--- config.mk ---
export PLATFORM = sky130hd
export DESIGN_NAME = assc_top
export DESIGN_NICKNAME = d
export VERILOG_FILES = /design/src/design/assc_pkg.sv /design/src/design/assc_top.sv
export SDC_FILE = /design/constraint.sdc
export NUM_CORES = 1
export LEC_CHECK = 0
export ABC_CLOCK_PERIOD_IN_PS = 7140
export BUFFER_PORTS_ARGS = -buffer_cell sky130_fd_sc_hd__clkbuf_2
export CELL_PAD_IN_SITES_DETAIL_PLACEMENT = 1
export CELL_PAD_IN_SITES_GLOBAL_PLACEMENT = 1
export CORE_ASPECT_RATIO = 1.1
export CORE_MARGIN = 2
export CORE_UTILIZATION = 40
export DETAILED_ROUTE_END_ITERATION = 8
export HOLD_SLACK_MARGIN = 0.02
export PLACE_DENSITY_LB_ADDON = 0.1
export SLEW_MARGIN = 20
export SYNTH_ARGS = -nofsm -noshare
export SYNTH_HDL_FRONTEND = slang
export SYNTH_SLANG_ARGS = --single-unit
--- constraint.sdc ---
create_clock -name mclk -period 7.14 [get_ports mclk]
set_input_delay 0 -clock mclk [delete_from_list [all_inputs] [get_ports mclk]]
set_output_delay 0 -clock mclk [all_outputs]
set_load 0.02 [all_outputs]
--- src/design/assc_pkg.sv ---
package assc_pkg;

  // clock rate
  localparam int unsigned CLK_HZ = 125_000_000;

  // sampling periods and switch off times, in microseconds
  localparam int unsigned MAIN_RISE_PERIOD_US = 31_250;
  localparam int unsigned BATT_PERIOD_US      = 3_000_000;
  localparam int unsigned CHARGE_PERIOD_US    = 1_500_000;
  localparam int unsigned OFF_2MS_US          = 2_000;
  localparam int unsigned OFF_128MS_US        = 128_000;
  localparam int unsigned OFF_256MS_US        = 256_000;
  localparam int unsigned CYC_PER_US          = CLK_HZ / 1_000_000;

  // derived cycle counts (rounded down, sampling periods and switch off times)
  localparam int unsigned MAIN_RISE_CYC  = MAIN_RISE_PERIOD_US * CYC_PER_US;
  localparam int unsigned BATT_CYC       = BATT_PERIOD_US * CYC_PER_US;
  localparam int unsigned CHARGE_CYC     = CHARGE_PERIOD_US * CYC_PER_US;
  localparam int unsigned OFF_2MS_CYC    = OFF_2MS_US * CYC_PER_US;
  localparam int unsigned OFF_128MS_CYC  = OFF_128MS_US * CYC_PER_US;
  localparam int unsigned OFF_256MS_CYC  = OFF_256MS_US * CYC_PER_US;

  // register byte addresses
  localparam logic [3:0] ADDR_CONFIG = 4'h0;
  localparam logic [3:0] ADDR_STATUS = 4'h4;

  // config field positions
  localparam int CFG_SEL_LSB     = 0;
  localparam int CFG_AUTO_BIT    = 2;
  localparam int CFG_CHG_BIT     = 3;
  localparam int CFG_LDET_BIT    = 4;
  localparam int CFG_LDETBK_BIT  = 5;
  localparam int CFG_OFF_LSB     = 6;

  // status field positions
  localparam int ST_LOW_FLAG_BIT = 0;
  localparam int ST_BACKUP_BIT   = 1;
  localparam int ST_CHARGE_BIT   = 2;
  localparam int ST_SW_LSB       = 3;

  // select and off time codes (SEL_RESET and OFF_NONE after reset)
  localparam logic [1:0] SEL_RESET   = 2'h1;
  localparam logic [1:0] SEL_MAIN    = 2'h2;
  localparam logic [1:0] OFF_NONE    = 2'h0;
  localparam logic [1:0] OFF_2MS     = 2'h1;
  localparam logic [1:0] OFF_128MS   = 2'h2;
  localparam logic [1:0] OFF_256MS   = 2'h3;

  // axi responses
  localparam logic [1:0] RESP_OKAY   = 2'h0;
  localparam logic [1:0] RESP_SLVERR = 2'h2;

  // operating modes
  typedef enum logic [1:0] {
    MODE_NORMAL,
    MODE_CHARGING,
    MODE_BACKUP
  } assc_mode_type;

endpackage

--- src/design/assc_top.sv ---
// Register access over AXI4-Lite and the placing of the registers are this design's own decisions.
`timescale 1ns/1ns
// What this block does
// - power-on: isolation off, charge a off, b on
// - reset clears auto and charge, select 01
// - manual select 10 gives main-only switches
// - auto off: no detection, switching or charging
// - normal auto: drop enters backup mode
// - backup: sample rise every 31.25 ms
// - battery low sampled every 3 s
// - battery low sets flag only
// - charge compare twice per 3 s, all on
// - battery above main ends charging
// - drop detection works while charging too
// - backup suspends charge control
// - isolation switch opens during drop detection
// - off time code: none, 2, 128, 256 ms
// - no drop at point: stay on till next
// - auto mode ignores switch select
// - flag after two low samples, write-zero clear
// - backup disables host interface
module assc_top
  import assc_pkg::*;
(
  // clock and reset
  input  wire logic        mclk,
  input  wire logic        nrst,
  // axi4-lite write address
  input  wire logic [3:0]  s_axi_awaddr,
  input  wire logic        s_axi_awvalid,
  output logic             s_axi_awready,
  // axi4-lite write data
  input  wire logic [31:0] s_axi_wdata,
  input  wire logic [3:0]  s_axi_wstrb,
  input  wire logic        s_axi_wvalid,
  output logic             s_axi_wready,
  // axi4-lite write response
  output logic [1:0]       s_axi_bresp,
  output logic             s_axi_bvalid,
  input  wire logic        s_axi_bready,
  // axi4-lite read address
  input  wire logic [3:0]  s_axi_araddr,
  input  wire logic        s_axi_arvalid,
  output logic             s_axi_arready,
  // axi4-lite read data
  output logic [31:0]      s_axi_rdata,
  output logic [1:0]       s_axi_rresp,
  output logic             s_axi_rvalid,
  input  wire logic        s_axi_rready,
  // comparator inputs (asynchronous)
  input  wire logic        main_drop_cmp,
  input  wire logic        main_rise_cmp,
  input  wire logic        batt_drop_cmp,
  input  wire logic        batt_below_main_cmp,
  // power switches and status
  output logic             main_isolation_switch,
  output logic             charge_switch_a,
  output logic             charge_switch_b,
  output logic             backup_low_flag,
  output logic             host_if_enable
);

  ////////////////////////////////////////////////////////////////////////////
  // comparator synchronisers

  logic [3:0] cmp_meta_reg;
  logic [3:0] cmp_sync_reg;

  always_ff @(posedge mclk or negedge nrst) begin
    if (!nrst) begin
      cmp_meta_reg <= 4'h0;
      cmp_sync_reg <= 4'h0;
    end else begin
      cmp_meta_reg <= {batt_below_main_cmp, batt_drop_cmp, main_rise_cmp, main_drop_cmp};
      cmp_sync_reg <= cmp_meta_reg;
    end
  end

  logic main_drop;
  logic main_rise;
  logic batt_drop;
  logic batt_below;
  assign main_drop  = cmp_sync_reg[0];
  assign main_rise  = cmp_sync_reg[1];
  assign batt_drop  = cmp_sync_reg[2];
  assign batt_below = cmp_sync_reg[3];

  ////////////////////////////////////////////////////////////////////////////
  // configuration and bus state

  logic [1:0]    sel_reg, sel_next;
  logic          auto_reg, auto_next;
  logic          chg_reg, chg_next;
  logic          ldet_reg, ldet_next;
  logic          ldetbk_reg, ldetbk_next;
  logic [1:0]    off_reg, off_next;
  logic          flag_reg, flag_next;
  logic          awready_reg, awready_next;
  logic          wready_reg, wready_next;
  logic          bvalid_reg, bvalid_next;
  logic [1:0]    bresp_reg, bresp_next;
  logic          arready_reg, arready_next;
  logic          rvalid_reg, rvalid_next;
  logic [1:0]    rresp_reg, rresp_next;
  logic [31:0]   rdata_reg, rdata_next;
  logic [3:0]    awaddr_reg, awaddr_next;
  logic          aw_have_reg, aw_have_next;
  logic [31:0]   wdata_reg, wdata_next;
  logic [3:0]    wstrb_reg, wstrb_next;
  logic          w_have_reg, w_have_next;

  assc_mode_type mode_reg, mode_next;
  logic          sw1_reg, sw1_next;
  logic          sw2_reg, sw2_next;
  logic          sw3_reg, sw3_next;
  logic          host_if_reg, host_if_next;
  logic [31:0]   main_cnt_reg, main_cnt_next;
  logic [31:0]   batt_cnt_reg, batt_cnt_next;
  logic [31:0]   chg_cnt_reg, chg_cnt_next;
  logic [31:0]   off_cnt_reg, off_cnt_next;
  logic          low_seen_reg, low_seen_next;
  logic          flag_set;

  logic          in_backup;
  assign in_backup = (mode_reg == MODE_BACKUP);

  ////////////////////////////////////////////////////////////////////////////
  // axi4-lite slave and register next values

  always_comb begin
    sel_next     = sel_reg;
    auto_next    = auto_reg;
    chg_next     = chg_reg;
    ldet_next    = ldet_reg;
    ldetbk_next  = ldetbk_reg;
    off_next     = off_reg;
    flag_next    = flag_reg;
    awready_next = 1'b0;
    wready_next  = 1'b0;
    bvalid_next  = bvalid_reg;
    bresp_next   = bresp_reg;
    arready_next = 1'b0;
    rvalid_next  = rvalid_reg;
    rresp_next   = rresp_reg;
    rdata_next   = rdata_reg;
    awaddr_next  = awaddr_reg;
    aw_have_next = aw_have_reg;
    wdata_next   = wdata_reg;
    wstrb_next   = wstrb_reg;
    w_have_next  = w_have_reg;
    // capture address and data in either order
    if (s_axi_awvalid && !aw_have_reg && !awready_reg && !in_backup) begin
      awready_next = 1'b1;
      awaddr_next  = s_axi_awaddr;
      aw_have_next = 1'b1;
    end
    if (s_axi_wvalid && !w_have_reg && !wready_reg && !in_backup) begin
      wready_next = 1'b1;
      wdata_next  = s_axi_wdata;
      wstrb_next  = s_axi_wstrb;
      w_have_next = 1'b1;
    end
    if (bvalid_reg && s_axi_bready) begin
      bvalid_next = 1'b0;
    end
    // perform write once both halves held
    if (aw_have_reg && w_have_reg && !bvalid_reg) begin
      aw_have_next = 1'b0;
      w_have_next  = 1'b0;
      bvalid_next  = 1'b1;
      bresp_next   = RESP_OKAY;
      if (awaddr_reg == ADDR_CONFIG) begin
        if (wstrb_reg[0]) begin
          sel_next    = wdata_reg[CFG_SEL_LSB +: 2];
          auto_next   = wdata_reg[CFG_AUTO_BIT];
          chg_next    = wdata_reg[CFG_CHG_BIT];
          ldet_next   = wdata_reg[CFG_LDET_BIT];
          ldetbk_next = wdata_reg[CFG_LDETBK_BIT];
          off_next    = wdata_reg[CFG_OFF_LSB +: 2];
        end
      end else if (awaddr_reg == ADDR_STATUS) begin
        if (wstrb_reg[0] && !wdata_reg[ST_LOW_FLAG_BIT]) begin
          flag_next = 1'b0;
        end
      end else begin
        bresp_next = RESP_SLVERR;
      end
    end
    // hardware set wins over software clear
    if (flag_set) begin
      flag_next = 1'b1;
    end
    // read channel
    if (rvalid_reg && s_axi_rready) begin
      rvalid_next = 1'b0;
    end
    if (s_axi_arvalid && !arready_reg && !rvalid_reg && !in_backup) begin
      arready_next = 1'b1;
      rvalid_next  = 1'b1;
      rresp_next   = RESP_OKAY;
      rdata_next   = 32'h0;
      if (s_axi_araddr == ADDR_CONFIG) begin
        rdata_next[CFG_SEL_LSB +: 2] = sel_reg;
        rdata_next[CFG_AUTO_BIT]     = auto_reg;
        rdata_next[CFG_CHG_BIT]      = chg_reg;
        rdata_next[CFG_LDET_BIT]     = ldet_reg;
        rdata_next[CFG_LDETBK_BIT]   = ldetbk_reg;
        rdata_next[CFG_OFF_LSB +: 2] = off_reg;
      end else if (s_axi_araddr == ADDR_STATUS) begin
        rdata_next[ST_LOW_FLAG_BIT] = flag_reg;
        rdata_next[ST_BACKUP_BIT]   = in_backup;
        rdata_next[ST_CHARGE_BIT]   = (mode_reg == MODE_CHARGING);
        rdata_next[ST_SW_LSB +: 3]  = {sw3_reg, sw2_reg, sw1_reg};
      end else begin
        rresp_next = RESP_SLVERR;
      end
    end
  end

  // configuration reset values
  always_ff @(posedge mclk or negedge nrst) begin
    if (!nrst) begin
      sel_reg     <= SEL_RESET;
      auto_reg    <= 1'b0;
      chg_reg     <= 1'b0;
      ldet_reg    <= 1'b0;
      ldetbk_reg  <= 1'b0;
      off_reg     <= OFF_NONE;
      flag_reg    <= 1'b0;
      awready_reg <= 1'b0;
      wready_reg  <= 1'b0;
      bvalid_reg  <= 1'b0;
      bresp_reg   <= RESP_OKAY;
      arready_reg <= 1'b0;
      rvalid_reg  <= 1'b0;
      rresp_reg   <= RESP_OKAY;
      rdata_reg   <= 32'h0;
      awaddr_reg  <= 4'h0;
      aw_have_reg <= 1'b0;
      wdata_reg   <= 32'h0;
      wstrb_reg   <= 4'h0;
      w_have_reg  <= 1'b0;
    end else begin
      sel_reg     <= sel_next;
      auto_reg    <= auto_next;
      chg_reg     <= chg_next;
      ldet_reg    <= ldet_next;
      ldetbk_reg  <= ldetbk_next;
      off_reg     <= off_next;
      flag_reg    <= flag_next;
      awready_reg <= awready_next;
      wready_reg  <= wready_next;
      bvalid_reg  <= bvalid_next;
      bresp_reg   <= bresp_next;
      arready_reg <= arready_next;
      rvalid_reg  <= rvalid_next;
      rresp_reg   <= rresp_next;
      rdata_reg   <= rdata_next;
      awaddr_reg  <= awaddr_next;
      aw_have_reg <= aw_have_next;
      wdata_reg   <= wdata_next;
      wstrb_reg   <= wstrb_next;
      w_have_reg  <= w_have_next;
    end
  end

  ////////////////////////////////////////////////////////////////////////////
  // auto switching state machine and schedules

  logic [31:0] off_len;
  always_comb begin
    unique case (off_reg)
      OFF_NONE:  off_len = 32'h0;
      OFF_2MS:   off_len = 32'(OFF_2MS_CYC);
      OFF_128MS: off_len = 32'(OFF_128MS_CYC);
      OFF_256MS: off_len = 32'(OFF_256MS_CYC);
    endcase
  end

  always_comb begin
    logic main_tick;
    logic batt_tick;
    logic chg_tick;
    logic det_window;
    main_tick     = (main_cnt_reg == 32'(MAIN_RISE_CYC) - 32'h1);
    batt_tick     = (batt_cnt_reg == 32'(BATT_CYC) - 32'h1);
    chg_tick      = (chg_cnt_reg == 32'(CHARGE_CYC) - 32'h1);
    mode_next     = mode_reg;
    sw1_next      = sw1_reg;
    sw2_next      = sw2_reg;
    sw3_next      = sw3_reg;
    off_cnt_next  = off_cnt_reg;
    low_seen_next = low_seen_reg;
    flag_set      = 1'b0;
    main_cnt_next = main_tick ? 32'h0 : main_cnt_reg + 32'h1;
    batt_cnt_next = batt_tick ? 32'h0 : batt_cnt_reg + 32'h1;
    chg_cnt_next  = chg_tick ? 32'h0 : chg_cnt_reg + 32'h1;
    // drop seen only in the isolated window when an off time is chosen
    det_window    = (off_reg == OFF_NONE) || (off_cnt_reg != 32'h0);
    if (!auto_reg) begin
      // manual switch control, monitors stopped
      mode_next     = MODE_NORMAL;
      main_cnt_next = 32'h0;
      batt_cnt_next = 32'h0;
      chg_cnt_next  = 32'h0;
      off_cnt_next  = 32'h0;
      low_seen_next = 1'b0;
      if (sel_reg == SEL_MAIN) begin
        sw1_next = 1'b1;
        sw2_next = 1'b0;
        sw3_next = 1'b0;
      end else begin
        sw1_next = 1'b0;
        sw2_next = 1'b0;
        sw3_next = 1'b1;
      end
    end else begin
      // battery low check, normal or enabled in backup
      if (batt_tick && ldet_reg && (!in_backup || ldetbk_reg)) begin
        low_seen_next = batt_drop;
        flag_set      = batt_drop && low_seen_reg;
      end
      unique case (mode_reg)
        MODE_NORMAL, MODE_CHARGING: begin
          // auto logic owns every switch, select ignored
          sw1_next = 1'b1;
          sw2_next = (mode_reg == MODE_CHARGING);
          sw3_next = (mode_reg == MODE_CHARGING);
          // isolation pulse at each main sampling point
          if (main_tick && (off_reg != OFF_NONE)) begin
            off_cnt_next = off_len;
          end else if (off_cnt_reg != 32'h0) begin
            off_cnt_next = off_cnt_reg - 32'h1;
          end
          if (off_cnt_reg != 32'h0) begin
            sw1_next = 1'b0;
          end
          if (chg_reg && chg_tick) begin
            if (batt_below) begin
              mode_next = MODE_CHARGING;
            end else begin
              mode_next = MODE_NORMAL;
            end
          end
          if (main_drop && det_window) begin
            mode_next     = MODE_BACKUP;
            sw1_next      = 1'b0;
            sw2_next      = 1'b0;
            sw3_next      = 1'b1;
            off_cnt_next  = 32'h0;
            main_cnt_next = 32'h0;
            batt_cnt_next = 32'h0;
            chg_cnt_next  = 32'h0;
          end
        end
        MODE_BACKUP: begin
          // battery powers core, no charge control
          sw1_next     = 1'b0;
          sw2_next     = 1'b0;
          sw3_next     = 1'b1;
          chg_cnt_next = 32'h0;
          if (main_tick && main_rise) begin
            mode_next     = MODE_NORMAL;
            sw1_next      = 1'b1;
            sw3_next      = 1'b0;
            main_cnt_next = 32'h0;
            batt_cnt_next = 32'h0;
          end
        end
      endcase
    end
    // host side follows the mode being entered
    host_if_next = (mode_next != MODE_BACKUP);
  end

  // switch state and counters
  always_ff @(posedge mclk or negedge nrst) begin
    if (!nrst) begin
      mode_reg     <= MODE_NORMAL;
      sw1_reg      <= 1'b0;
      sw2_reg      <= 1'b0;
      sw3_reg      <= 1'b1;
      main_cnt_reg <= 32'h0;
      batt_cnt_reg <= 32'h0;
      chg_cnt_reg  <= 32'h0;
      off_cnt_reg  <= 32'h0;
      low_seen_reg <= 1'b0;
      host_if_reg  <= 1'b1;
    end else begin
      mode_reg     <= mode_next;
      sw1_reg      <= sw1_next;
      sw2_reg      <= sw2_next;
      sw3_reg      <= sw3_next;
      main_cnt_reg <= main_cnt_next;
      batt_cnt_reg <= batt_cnt_next;
      chg_cnt_reg  <= chg_cnt_next;
      off_cnt_reg  <= off_cnt_next;
      low_seen_reg <= low_seen_next;
      host_if_reg  <= host_if_next;
    end
  end

  ////////////////////////////////////////////////////////////////////////////
  // outputs

  assign main_isolation_switch = sw1_reg;
  assign charge_switch_a       = sw2_reg;
  assign charge_switch_b       = sw3_reg;
  assign backup_low_flag       = flag_reg;
  assign host_if_enable        = host_if_reg;
  assign s_axi_awready         = awready_reg;
  assign s_axi_wready          = wready_reg;
  assign s_axi_bvalid          = bvalid_reg;
  assign s_axi_bresp           = bresp_reg;
  assign s_axi_arready         = arready_reg;
  assign s_axi_rvalid          = rvalid_reg;
  assign s_axi_rresp           = rresp_reg;
  assign s_axi_rdata           = rdata_reg;

endmodule

==> run summary <==
Status -> finished, final reports clean
Post-route insts no fill -> 1322
Critical path startpoint category -> register
Met1 Use GR -> 25.65%
Met3 Use GR -> 2.598%
I/O Pins -> 101
WL/cell -> 17.13 microns
LEAKAGE -> 4.433 nW
Crit path kind -> register to register
Synthesized cell area -> 0.009244 sq mm
Via Count -> 7070
Synth unique cells -> 65
Final hold vios -> 0
Post-route minimum period -> 3.936 ns
Die Ht -> 163.4 microns
Final Max Tran Viols -> 0
Dpl hpwl -> 15.38 mm
Inst Count DP -> 1267
R2R depth -> 9
Commonest non-fill, non-tap cells in the layout -> dfrtp_1, nor2_1, nand3_1
Final setup fails -> 0
Maximum buffer depth of the clock tree -> 2
Core Box Area -> 0.02279 sq mm
Slew HR -> 35.41%
ANT nets after route -> 0
Number of vias per cell -> 5.348
Critical Path Slowest Stage Cell -> or4_1
R2R Setup Slk -> 3.20 ns
Pin count of the biggest net entering global routing -> 75
Gr ovfl total -> 0
GR peak layer -> met2
Root buf cell -> clkbuf_16
Buf/Inv on CP -> 2
Final hold slack -> 0.03208 ns
Ys flop type -> dfrtp_1
Cell Rows -> 58
Post-CTS setup buffer count -> 0
Part of the cycle the worst path needs -> 55.13%
Total Wirelength -> 22.65 mm
Layout cells sized above 1 -> 14.69%
CP arrival -> 4.25 ns
Initial core utilization -> 40.57%
Fillcell total -> 2625
Cell count after synthesis -> 952
Hold Crit Start -> s_axi_araddr[3]
Critical Path RT -> 7.45 ns
CTS Sinks -> 182
DR pass1 iterations -> 4
Nets -> 1069
Unrepaired setup endpoints after global routing -> no
Top post-synthesis cells by area -> dfrtp_1, xor2_1, nor2_1
Gpl congestion -> 0.7663
Worst hold endpoint -> s_axi_rdata[4]
Dpl ws -> 3.155 ns
Share of the synthesized area in the top cell type -> 48.46%
Met2 global-route usage -> 33.41%
Number of global-route vias before repair -> 7318
Worst slew pin tran -> 0.9599 ns
Post-synth top area cell -> dfrtp_1
Synth warn -> 0
Worst Setup Slack, final -> 3.204 ns
Async set-reset flop share out of synthesis -> 100.0%
Crit-path max FO -> 19
Worst Hold Class -> primary input to register
VDD IR max -> 0.1422 mV
Post-route cell area -> 0.01043 sq mm
First-pass GRT wire length -> 37.87 mm
Area post-placement -> 0.009653 sq mm
CP cell instances -> inv_1 -> ha_1 -> nor4b_1 -> nand4_1 -> or4_1 -> a31oi_1 -> buf_4 -> nand3_1 -> o32ai_1
Syn Area/Cell -> 9.710 sq um
Top delay family on crit path -> simple AND/OR/NAND/NOR gates
Most common cell after layout, fill and taps aside -> dfrtp_1
Resize count post-CTS -> 0
Pwr Density -> 345.8 mW/mm^2
Critical register-to-register path endpoint -> off_cnt_reg[6]
Die W -> 148.9 microns
#FFs+latches synth -> 182
Fin Clk Skew -> 0.01692 ns
Skew-Pair Late Insertion Delay -> 0.44 ns
Max frequency -> 0.2541 GHz
Die ar. -> 0.02434 sq mm
Clk slew on worst S/H paths -> 0.07 ns
Core Util, Final -> 45.77%
Setup TNS -> 0 ns
Antenna violations before repair -> 1
GRT Util Overall -> 19.48%
Iteration-0 DRC Markers -> 286
Final Power -> 3.606 mW
P&R area growth vs syn -> 12.83%
Sequential area share after synthesis -> 49.31%
CP Launch Point -> main_cnt_reg[1]
Max_cap viols -> 0
CTS tree -> yes
Worst R2R Start -> main_cnt_reg[1]
Port bufs -> 47
Hold Path Stages -> 3
CP Capture Type -> register
Residual DRC -> 0
CTS Buf Count -> 17
# H-tree levels -> 4
Post-synth EDFFs -> 0
CP peak stage delay -> 0.93 ns
## per-layer routing
layer / up-vias / part of all wire, % / routed length, microns
met5: - / 0 / 0
met4: 0 / 1.1 / 243
met3: 16 / 1.5 / 347
met2: 63 / 51 / 11440
met1: 3587 / 47 / 10610
li1: 3404 / - / -
## cells by family after synthesis
logic type	after synthesis	synth area share, %
adders and majority gates	5	0.6768
and+or+nand+nor	453	25.53
xor gates and xnor gates	91	8.622
AOI/OAI and AO/OA	104	7.499
other	1	0.04057
DFF	182	49.31
muxes	27	3.208
buffers and inverters	89	5.116
## cell type report
cell class                      instances  area [sq um]  area share, %
Antenna cell                            1         2.502        0.02399
Clock buffer                           22         474.2          4.547
Clock inverter                          9         68.82         0.6598
Inverter                               23         86.33         0.8277
Multi-Input combinational cell        706          4323          41.45
Sequential cell                       182          4558          43.70
Tap cell                              300         375.4          3.599
Timing Repair Buffer                   79         541.8          5.194
## timing repair
action | CTS | global route
endpoints found under the setup margin | 0 | 0
hold buffers | 23 | 0
endpoints found under the hold margin | 97 | 0
## synth_stat cells (4+ instances only)
cell type and count:
a21o_1 4, a21oi_1 21, a22o_1 4, a2bb2oi_1 5
a31oi_1 7, and2_1 10, and3_1 20, and4_1 14
buf_2 6, buf_4 27, buf_6 4, clkbuf_1 28
dfrtp_1 179, ha_1 5, inv_1 23, mux2_2 21
mux2i_1 6, nand2_1 64, nand3_1 69, nand4_1 32
nor2_1 128, nor2_2 20, nor2b_1 6, nor3_1 18
nor3b_1 5, nor4_1 25, nor4b_1 5, o211ai_1 4
o21a_1 5, o21ai_0 23, o22ai_1 5, o31ai_1 5
or2_2 7, or3_1 4, or4_1 8, xnor2_1 36
xor2_1 55
## how the worst max path moves through the flow
stage / end / cells after the start
6_report: off_cnt_reg[6] / 9
5_1_grt: off_cnt_reg[6] / 9
4_1_cts: off_cnt_reg[6] / 9
2_1_floorplan: batt_cnt_reg[27] / 10
3_5_place_dp: off_cnt_reg[6] / 9
3_3_place_gp: off_cnt_reg[6] / 9
## where the power goes
part | leakage, nW | internal (mW) | switching, mW | total [mW]
combinational | 1.71 | 0.538 | 0.861 | 1.40
clock | 0.269 | 0.476 | 0.416 | 0.892
sequential | 2.45 | 1.18 | 0.138 | 1.32
## tightest hold or removal path, stage by stage
cell      delay [ns]
clkbuf_2        0.07
or4_1           0.23
o21ai_0         0.12
No activity file was read; power rests on OpenSTA's default activity.
